[config.mk]
export PLATFORM = sky130hd
export DESIGN_NAME = act_clock_tree
export DESIGN_NICKNAME = d
export VERILOG_FILES = /design/src/logic/act_pkg.sv /design/src/logic/act_clock_tree.sv /design/src/logic/act_sync3.sv /design/src/logic/act_port_div.sv
export SDC_FILE = /design/constraint.sdc
export NUM_CORES = 1
export LEC_CHECK = 0
export BUFFER_PORTS_ARGS = -buffer_cell sky130_fd_sc_hd__buf_2
export CAP_MARGIN = 20
export CORE_MARGIN = 4
export CORE_UTILIZATION = 47
export CTS_BUF_LIST = sky130_fd_sc_hd__clkbuf_8
export DETAILED_ROUTE_END_ITERATION = 10
export PLACE_DENSITY = 0.79
export SYNTH_ARGS = -nofsm -noshare
export SYNTH_HDL_FRONTEND = slang
export SYNTH_SLANG_ARGS = --single-unit
[constraint.sdc]
create_clock -name mclk -period 4 [get_ports mclk]
set_clock_uncertainty 0.05 [all_clocks]
set_input_delay 0 -clock mclk [delete_from_list [all_inputs] [get_ports mclk]]
set_output_delay 0 -clock mclk [all_outputs]
set_load 0.005 [all_outputs]
[src/logic/act_pkg.sv]
`default_nettype none
package act_pkg;
    localparam int unsigned CLK_HZ       = 50_000_000;
    localparam int unsigned FS_RATIO     = 512;
    localparam int unsigned SYS_HZ_48K   = 24_576_000;
    localparam int unsigned SYS_HZ_44K   = 22_579_200;
    localparam int unsigned PLL_MIN_HZ   = 128_000;
    localparam int unsigned PLL_MAX_HZ   = 24_000_000;
    localparam int unsigned NF_SCALE     = 5;
    localparam int unsigned SW_HOLD_NS   = 100;
    localparam int unsigned SW_HOLD_CYC  = (SW_HOLD_NS * (CLK_HZ / 1_000_000) + 999) / 1000;
    localparam int unsigned OSC_DIV      = 16;
    localparam int unsigned BCLK_DIV_W   = 8;
    localparam int unsigned FRM_DIV_W    = 8;

    localparam logic [1:0] PREF_MASTER_CLOCK_IN_ONE = 2'h0;
    localparam logic [1:0] PREF_MASTER_CLOCK_IN_TWO = 2'h1;
    localparam logic [1:0] PREF_BIT_CLOCK_ONE = 2'h2;
    localparam logic [1:0] PREF_BIT_CLOCK_TWO = 2'h3;

    typedef enum logic [3:0] {
        ACT_SW_RUN   = 4'b0001,
        ACT_SW_GATE  = 4'b0010,
        ACT_SW_MUX   = 4'b0100,
        ACT_SW_OPEN  = 4'b1000
    } act_sw_t;

    typedef struct packed {
        logic       zone_pll;
        logic       zone_master_clock_in_two;
        logic       master;
        logic [7:0] bclk_div;
        logic [7:0] frame_bits;
    } act_zone_cfg_t;

    typedef struct packed {
        logic bit_clock;
        logic frame_sync;
    } act_port_clk_t;
endpackage
`default_nettype wire

[src/logic/act_clock_tree.sv]
`timescale 1ns/1ps
`default_nettype none
module act_clock_tree
    import act_pkg::*;
(
    input  wire logic          mclk,
    input  wire logic          rst_b,
    input  wire logic          master_clock_in_one,
    input  wire logic          master_clock_in_two,
    input  wire logic          bit_clock_one_in,
    input  wire logic          bit_clock_two_in,
    input  wire logic          pll_out_in,
    input  wire logic          pll_locked,
    input  wire logic [1:0]    pll_ref_sel,
    input  wire logic          sys_sel_zone_two,
    input  wire logic          zone_three_sel_two,
    input  wire act_zone_cfg_t zone_one_cfg,
    input  wire act_zone_cfg_t zone_two_cfg,
    input  wire act_zone_cfg_t zone_three_cfg,
    input  wire logic          dsp_in_use,
    input  wire logic          rate_converter_one_en,
    input  wire logic          rate_converter_two_en,
    input  wire logic          direct_path_en,
    output var  logic          pll_ref_clock,
    output var  logic          system_clock_tick,
    output var  logic          system_clock_on,
    output var  logic          rate_converter_clock,
    output var  logic          src_cfg_error,
    output var  act_port_clk_t port_one_clk,
    output var  act_port_clk_t port_two_clk,
    output var  act_port_clk_t port_three_clk,
    output var  logic          port_one_clk_oe,
    output var  logic          port_two_clk_oe,
    output var  logic          osc_tick
);
    logic m1;
    logic m1_r;
    logic m2;
    logic m2_r;
    logic b1;
    logic b2;
    logic pl_r;
    logic sel_last_q;
    logic z1_tick;
    logic z2_tick;
    logic z3_tick;
    logic src_use;
    logic sys_src_q;
    logic sys_src_d;
    logic pll_ref_d;
    logic [7:0] hold_q;
    logic [$clog2(OSC_DIV)-1:0] osc_q;
    act_sw_t sw_q;

    act_sync3 u_m1 (.mclk(mclk), .rst_b(rst_b), .din(master_clock_in_one), .dout(m1), .rise(m1_r));
    act_sync3 u_m2 (.mclk(mclk), .rst_b(rst_b), .din(master_clock_in_two), .dout(m2), .rise(m2_r));
    act_sync3 u_b1 (.mclk(mclk), .rst_b(rst_b), .din(bit_clock_one_in), .dout(b1), .rise());
    act_sync3 u_b2 (.mclk(mclk), .rst_b(rst_b), .din(bit_clock_two_in), .dout(b2), .rise());
    act_sync3 u_pl (.mclk(mclk), .rst_b(rst_b), .din(pll_out_in), .dout(), .rise(pl_r));

    function automatic logic zone_tick(input act_zone_cfg_t c, input logic r1, input logic r2, input logic rp);
        zone_tick = c.zone_pll ? rp : (c.zone_master_clock_in_two ? r2 : r1);
    endfunction

    assign z1_tick = zone_tick(zone_one_cfg, m1_r, m2_r, pl_r);
    assign z2_tick = zone_tick(zone_two_cfg, m1_r, m2_r, pl_r);
    assign z3_tick = zone_three_sel_two ? z2_tick : z1_tick;
    assign src_use = rate_converter_one_en | rate_converter_two_en;

    // PLL reference mux, bit clocks only usable from slave ports
    always_comb begin
        case (pll_ref_sel)
            PREF_MASTER_CLOCK_IN_ONE: pll_ref_d = m1;
            PREF_MASTER_CLOCK_IN_TWO: pll_ref_d = m2;
            PREF_BIT_CLOCK_ONE: pll_ref_d = b1 & ~zone_one_cfg.master;
            PREF_BIT_CLOCK_TWO: pll_ref_d = b2 & ~zone_two_cfg.master;
            default:    pll_ref_d = 1'b0;
        endcase
    end

    always_ff @(posedge mclk or negedge rst_b) begin
        if (!rst_b) begin
            pll_ref_clock <= 1'b0;
        end else begin
            pll_ref_clock <= pll_ref_d;
        end
    end

    assign sys_src_d = sys_sel_zone_two;

    // Glitch-free switch: gate, wait, change mux, wait, reopen
    always_ff @(posedge mclk or negedge rst_b) begin
        if (!rst_b) begin
            sw_q       <= ACT_SW_GATE;
            sys_src_q  <= 1'b0;
            sel_last_q <= 1'b0;
            hold_q     <= '0;
        end else begin
            sel_last_q <= sys_src_d;
            case (sw_q)
                ACT_SW_RUN: begin
                    if (sys_src_d != sys_src_q) begin
                        sw_q   <= ACT_SW_GATE;
                        hold_q <= '0;
                    end
                end
                ACT_SW_GATE: begin
                    if (hold_q >= 8'(SW_HOLD_CYC)) begin
                        sw_q      <= ACT_SW_MUX;
                        sys_src_q <= sys_src_d;
                        hold_q    <= '0;
                    end else begin
                        hold_q <= hold_q + 8'h01;
                    end
                end
                ACT_SW_MUX: begin
                    if (hold_q >= 8'(SW_HOLD_CYC)) begin
                        sw_q <= ACT_SW_OPEN;
                    end else begin
                        hold_q <= hold_q + 8'h01;
                    end
                end
                ACT_SW_OPEN: begin
                    sw_q <= ACT_SW_RUN;
                end
                default: begin
                    sw_q <= ACT_SW_GATE;
                end
            endcase
            // Request moved mid-switch: start the quiet time again
            if ((sys_src_d != sel_last_q) && (sw_q != ACT_SW_RUN)) begin
                sw_q   <= ACT_SW_GATE;
                hold_q <= '0;
            end
        end
    end

    // System clock enabled only when something needs it
    always_ff @(posedge mclk or negedge rst_b) begin
        if (!rst_b) begin
            system_clock_on      <= 1'b0;
            system_clock_tick    <= 1'b0;
            rate_converter_clock <= 1'b0;
            src_cfg_error        <= 1'b0;
        end else begin
            system_clock_on   <= (sw_q == ACT_SW_RUN) & (dsp_in_use | src_use);
            system_clock_tick <= (sw_q == ACT_SW_RUN) & (sys_src_d == sys_src_q) & (dsp_in_use | src_use)
                               & (sys_src_q ? z2_tick : z1_tick);
            src_cfg_error     <= src_use & ~((sys_src_d ? zone_two_cfg.zone_pll : zone_one_cfg.zone_pll)
                               & pll_locked);
            rate_converter_clock <= (sw_q == ACT_SW_RUN) & src_use & pll_locked & pl_r;
        end
    end

    act_port_div u_p1 (.mclk(mclk), .rst_b(rst_b), .ref_tick(z1_tick), .cfg(zone_one_cfg),
                       .run(1'b1), .clk_out(port_one_clk));
    act_port_div u_p2 (.mclk(mclk), .rst_b(rst_b), .ref_tick(z2_tick), .cfg(zone_two_cfg),
                       .run(1'b1), .clk_out(port_two_clk));
    act_port_div u_p3 (.mclk(mclk), .rst_b(rst_b), .ref_tick(z3_tick), .cfg(zone_three_cfg),
                       .run(zone_three_cfg.master), .clk_out(port_three_clk));

    always_ff @(posedge mclk or negedge rst_b) begin
        if (!rst_b) begin
            port_one_clk_oe <= 1'b0;
            port_two_clk_oe <= 1'b0;
        end else begin
            port_one_clk_oe <= zone_one_cfg.master;
            port_two_clk_oe <= zone_two_cfg.master;
        end
    end

    // Internal oscillator stand-in for direct path
    always_ff @(posedge mclk or negedge rst_b) begin
        if (!rst_b) begin
            osc_q    <= '0;
            osc_tick <= 1'b0;
        end else begin
            osc_q    <= osc_q + 1'b1;
            osc_tick <= direct_path_en & (osc_q == '1);
        end
    end
endmodule
`default_nettype wire

[src/logic/act_sync3.sv]
`timescale 1ns/1ps
`default_nettype none
module act_sync3
    import act_pkg::*;
(
    input  wire logic mclk,
    input  wire logic rst_b,
    input  wire logic din,
    output var  logic dout,
    output var  logic rise
);
    logic s1_q;
    logic s2_q;
    logic s3_q;

    always_ff @(posedge mclk or negedge rst_b) begin
        if (!rst_b) begin
            s1_q <= 1'b0;
            s2_q <= 1'b0;
            s3_q <= 1'b0;
            dout <= 1'b0;
            rise <= 1'b0;
        end else begin
            s1_q <= din;
            s2_q <= s1_q;
            s3_q <= s2_q;
            if (s2_q == s3_q) begin
                dout <= s3_q;
                rise <= s3_q & ~dout;
            end else begin
                rise <= 1'b0;
            end
        end
    end
endmodule
`default_nettype wire

[src/logic/act_port_div.sv]
`timescale 1ns/1ps
`default_nettype none
module act_port_div
    import act_pkg::*;
(
    input  wire logic          mclk,
    input  wire logic          rst_b,
    input  wire logic          ref_tick,
    input  wire act_zone_cfg_t cfg,
    input  wire logic          run,
    output var  act_port_clk_t clk_out
);
    logic [BCLK_DIV_W-1:0] bdiv_q;
    logic [FRM_DIV_W-1:0]  fcnt_q;

    // Bit clock toggles every bclk_div+1 ticks; frame sync every frame_bits+1 bits
    always_ff @(posedge mclk or negedge rst_b) begin
        if (!rst_b) begin
            bdiv_q  <= '0;
            fcnt_q  <= '0;
            clk_out <= '0;
        end else if (!run || !cfg.master) begin
            bdiv_q  <= '0;
            fcnt_q  <= '0;
            clk_out <= '0;
        end else if (ref_tick) begin
            if (bdiv_q >= cfg.bclk_div) begin
                bdiv_q <= '0;
                clk_out.bit_clock <= ~clk_out.bit_clock;
                if (clk_out.bit_clock) begin
                    if (fcnt_q >= cfg.frame_bits) begin
                        fcnt_q <= '0;
                        clk_out.frame_sync <= ~clk_out.frame_sync;
                    end else begin
                        fcnt_q <= fcnt_q + 1'b1;
                    end
                end
            end else begin
                bdiv_q <= bdiv_q + 1'b1;
            end
        end
    end
endmodule
`default_nettype wire

==> impl_metrics.prom <==
# TYPE chip_impl_metric gauge
chip_impl_info{name="run_status",value="completed"} 1
chip_impl_metric{name="first_global_vias",unit=""} 4855
chip_impl_metric{name="synthArstFlopShare",unit="%"} 100
chip_impl_metric{name="critical_path_buffer_and_inverter_count",unit=""} 0
chip_impl_info{name="r2r-end",value="u_p2.fcnt_q[5]"} 1
chip_impl_metric{name="die_width",unit="um"} 120
chip_impl_metric{name="layout.core_utilization",unit="%"} 57.0
chip_impl_metric{name="ys_seq_elements",unit=""} 103
chip_impl_metric{name="core_region_area",unit="um2"} 12100
chip_impl_metric{name="hold_viol",unit=""} 0
chip_impl_metric{name="drt-total-wl",unit="um"} 12700
chip_impl_metric{name="slew_headroom",unit="%"} 50.5
chip_impl_metric{name="track_usage",unit="%"} 18.3
chip_impl_metric{name="worst_ep_required_time",unit="ns"} 4.25
chip_impl_metric{name="fraction_of_the_cycle_the_final_worst_path_needs",unit="%"} 64.3
chip_impl_metric{name="syn2layout_area_growth",unit="%"} 17.5
chip_impl_metric{name="synth_cells",unit=""} 600
chip_impl_metric{name="timing.fmax",unit="MHz"} 389
chip_impl_metric{name="route.antenna.remaining_nets",unit=""} 0
chip_impl_metric{name="floorplan.die.height",unit="um"} 120
chip_impl_metric{name="clk_latency",unit="ns"} 0.37
chip_impl_metric{name="nets",unit=""} 839
chip_impl_metric{name="worstPathArrival",unit="ns"} 2.82
chip_impl_metric{name="grt_pass1_wl",unit="um"} 21700
chip_impl_metric{name="path_depth",unit=""} 7
chip_impl_info{name="worstSetupEndpointType",value="flip-flop"} 1
chip_impl_metric{name="final_cell_count_no_fill",unit=""} 882
chip_impl_info{name="cts_tree",value="built"} 1
chip_impl_metric{name="clk_pin_slew_worst_paths",unit="ns"} 0.11
chip_impl_metric{name="synth.cell_area",unit="um2"} 5880
chip_impl_metric{name="sequential_share_of_the_synthesized_area",unit="%"} 43.9
chip_impl_info{name="cts_root_buf",value="clkbuf_8"} 1
chip_impl_metric{name="detailed_place_hpwl",unit="um"} 9560
chip_impl_info{name="worst_setup_path_start_kind",value="flip-flop"} 1
chip_impl_metric{name="fin_tns_setup",unit="ns"} 0
chip_impl_metric{name="i_o_pin_count",unit=""} 87
chip_impl_metric{name="cts_buffers",unit=""} 9
chip_impl_metric{name="synth.net_count",unit=""} 731
chip_impl_metric{name="starting_density_of_the_core",unit="%"} 48.5
chip_impl_metric{name="setup_violators_final",unit=""} 0
chip_impl_metric{name="power_density",unit="nW/um2"} 384
chip_impl_info{name="crit-reg2reg-launch",value="u_p2.bdiv_q[5]"} 1
chip_impl_metric{name="layout_min_cycle_time",unit="ns"} 2.57
chip_impl_metric{name="route.detailed.drc",unit=""} 0
chip_impl_info{name="cp-startpoint",value="u_p2.bdiv_q[5]"} 1
chip_impl_metric{name="drtIter0Drc",unit=""} 323
chip_impl_metric{name="antenna_violations_before_repair",unit=""} 3
chip_impl_metric{name="post-cts-setup-buffer-count",unit=""} 0
chip_impl_metric{name="cts.sinks",unit=""} 103
chip_impl_metric{name="number_of_port_buffers",unit=""} 84
chip_impl_metric{name="grt_max_degree",unit=""} 54
chip_impl_metric{name="final_layout_size_suffix_gt1_share",unit="%"} 16.3
chip_impl_metric{name="timing_max_transition_violations_final",unit=""} 0
chip_impl_info{name="cpLargestDelayFamily",value="compound AO/OA/AOI/OAI gates"} 1
chip_impl_metric{name="via_per_inst",unit=""} 5.48
chip_impl_info{name="synth_flop_cell",value="dfrtp_1"} 1
chip_impl_metric{name="post_cts_resize_count",unit=""} 0
chip_impl_info{name="setup.worst_path.class",value="reg2reg"} 1
chip_impl_info{name="grt_setup_unrepaired",value="no"} 1
chip_impl_metric{name="critical_path.max_fanout",unit=""} 11
chip_impl_info{name="timing.hold.worst.class",value="in2reg"} 1
chip_impl_metric{name="fill_cells",unit=""} 1081
chip_impl_metric{name="static-leakage-power",unit="nW"} 3.54
chip_impl_metric{name="r2r_cell_count",unit=""} 7
chip_impl_metric{name="routed-via-count",unit=""} 4834
chip_impl_metric{name="wl_per_cell",unit="um"} 14.4
chip_impl_info{name="cpMaxStageDelayCell",value="a21oi_1"} 1
chip_impl_metric{name="total_power",unit="mW"} 2.65
chip_impl_metric{name="routability_congestion_estimate",unit=""} 0.804
chip_impl_metric{name="cts.path.max_buffers",unit=""} 2
chip_impl_metric{name="place.detailed.instances",unit=""} 847
chip_impl_metric{name="reg_to_reg_slack_setup",unit="ns"} 1.43
chip_impl_info{name="worstSetupEndpoint",value="u_p2.fcnt_q[5]"} 1
chip_impl_metric{name="cpPeakStageDelay",unit="ns"} 0.61
chip_impl_metric{name="count_of_different_cell_masters_after_synthesis",unit=""} 68
chip_impl_metric{name="synthesis.area_per_instance",unit="um2"} 9.80
chip_impl_metric{name="vdd_ir_drop_max",unit="mV"} 0.230
chip_impl_metric{name="synth-warning-count",unit=""} 0
chip_impl_info{name="critical_path.cell_chain",value="ha_1 -> o21a_1 -> o211ai_1 -> a31o_2 -> a21oi_1 -> nand2_1 -> o2bb2ai_1"} 1
chip_impl_metric{name="cap_viol_max_count",unit=""} 0
chip_impl_metric{name="worst_pin_slew",unit="ns"} 0.743
chip_impl_metric{name="globalRouteOverflowTotal",unit=""} 0
chip_impl_metric{name="die_area",unit="um2"} 14400
chip_impl_metric{name="synth-edff-count",unit=""} 0
chip_impl_metric{name="h_tree_depth",unit=""} 3
chip_impl_metric{name="cts.hold.buffers_added",unit=""} 18
chip_impl_metric{name="rows",unit=""} 40
chip_impl_metric{name="drt_pre_antenna_iters",unit=""} 4
==> report_power, final <==
group          internal [mW]  total, mW  switching, mW
clock network          0.361      0.743          0.381
logic                  0.287      0.619          0.332
registers               1.16       1.29          0.124
total                   1.81       2.65          0.837
==> routing by layer <==
layer | GRT usage [%] | vias up | part of all wire, %
met5 | 0 | - | 0.21
met4 | 6.16 | 4 | 1.7
met3 | 4.10 | 23 | 4.8
met2 | 32.1 | 113 | 51
met1 | 22.2 | 2320 | 42
li1 | - | 2374 | -
==> cell families after synthesis <==
| logic type | after synthesis | share of synthesized area (%) |
|---|---|---|
| simple gates | 188 | 17.5 |
| compound gates | 152 | 17.2 |
| flops | 103 | 43.9 |
| buf+inv | 74 | 4.89 |
| fa+ha+maj | 63 | 13.2 |
| mux | 12 | 2.21 |
| xor+xnor | 8 | 1.19 |
==> cell usage in the layout, fill, tap and decap left out, types with 3 or more instances in the layout <==
cell	n
a211oi_1	10
a21o_1	5
a21oi_1	13
a22o_1	12
a31oi_1	5
and2_1	4
and3_1	20
buf_2	83
buf_4	4
clkbuf_8	9
dfrtp_1	102
dlygate4sd3_1	18
ha_1	58
inv_1	66
maj3_1	5
mux2_1	4
mux2_2	4
mux2i_1	4
nand2_1	44
nand2b_1	20
nand3_1	17
nand4_1	12
nor2_1	28
nor2b_1	16
nor3_1	6
o2111ai_1	3
o211ai_1	9
o21a_1	5
o21ai_0	34
o21ai_1	24
o22ai_1	5
o2bb2ai_1	5
o31ai_1	3
xor2_1	6
==> synth_stat cells (all sizes together), types with 3 or more instances <==
master   count  share of area, %
and3        20               2.1
maj3         5              0.85
nand4       12               1.3
buf          3              0.36
nand3       17               1.4
a211oi      11               1.6
o211ai       9               1.1
inv         66               4.2
a22o        12               1.8
o2bb2ai      5              0.74
o2111ai      3              0.45
ha          58                12
nor2b       17               1.9
mux2         8               1.5
a31oi        5              0.53
o21ai       59               5.1
o21a         5              0.64
dfrtp      102                43
o31ai        3              0.38
nand2       44               2.8
nor2        28               1.8
nand2b      21               2.4
a21oi       13               1.1
xor2         6              0.89
a21o         5              0.64
and2         4              0.43
mux2i        4              0.68
o22ai        5              0.53
clkbuf       5              0.32
nor3         6              0.51
==> sequential cells by signal (all words and copies together), names as in the netlist, 2 cells and up <==
| register | flops |
|---|---|
| hold_q | 8 |
| osc_q | 4 |
| sw_q | 4 |
| u_p1.bdiv_q | 8 |
| u_p1.clk_out | 2 |
| u_p1.fcnt_q | 8 |
| u_p2.bdiv_q | 8 |
| u_p2.clk_out | 2 |
| u_p2.fcnt_q | 8 |
| u_p3.bdiv_q | 8 |
| u_p3.clk_out | 2 |
| u_p3.fcnt_q | 8 |
==> final cells by class <==
type / instances / area, um2 / area share, %
Clock buffer: 9 / 124 / 1.79
Antenna cell: 1 / 2.50 / 0.0362
Timing Repair Buffer: 105 / 626 / 9.06
Tap cell: 168 / 210 / 3.04
Clock inverter: 7 / 105 / 1.52
Multi-Input combinational cell: 423 / 3010 / 43.6
Inverter: 66 / 248 / 3.59
Sequential cell: 103 / 2580 / 37.3
==> per-stage QoR <==
stage | setup WS [ns] | hold slack [ns] | instance area (um2)
final | 1.43 | 0.0261 | 6910
after global routing | 1.18 | 0.0432 | 6910
after CTS | 1.43 | 0.0250 | 6900
after detailed placement | 1.48 | 0.0253 | 6490
after global placement | 1.55 | 0.0206 | 6490
after floorplan | 1.79 | -0.346 | 5880
==> how the worst min path moves through the flow <==
stage / to / slack (ns) / from / cells after the start
5_1_grt: system_clock_tick / 0.04 / rate_converter_two_en / 3
6_report: system_clock_tick / 0.03 / rate_converter_two_en / 3
2_1_floorplan: hold_q[0] / -0.35 / rst_b / 0
4_1_cts: system_clock_tick / 0.02 / rate_converter_two_en / 3
3_3_place_gp: u_p2.bdiv_q[5] / 0.02 / rst_b / 1
3_5_place_dp: u_p2.bdiv_q[7] / 0.03 / rst_b / 1
==> tightest hold or removal path, cell delays in order <==
cell and delay [ns]:
buf_2 0.09, o31a_1 0.18, nor2b_1 0.14
Power figures use the tool's default switching activity.
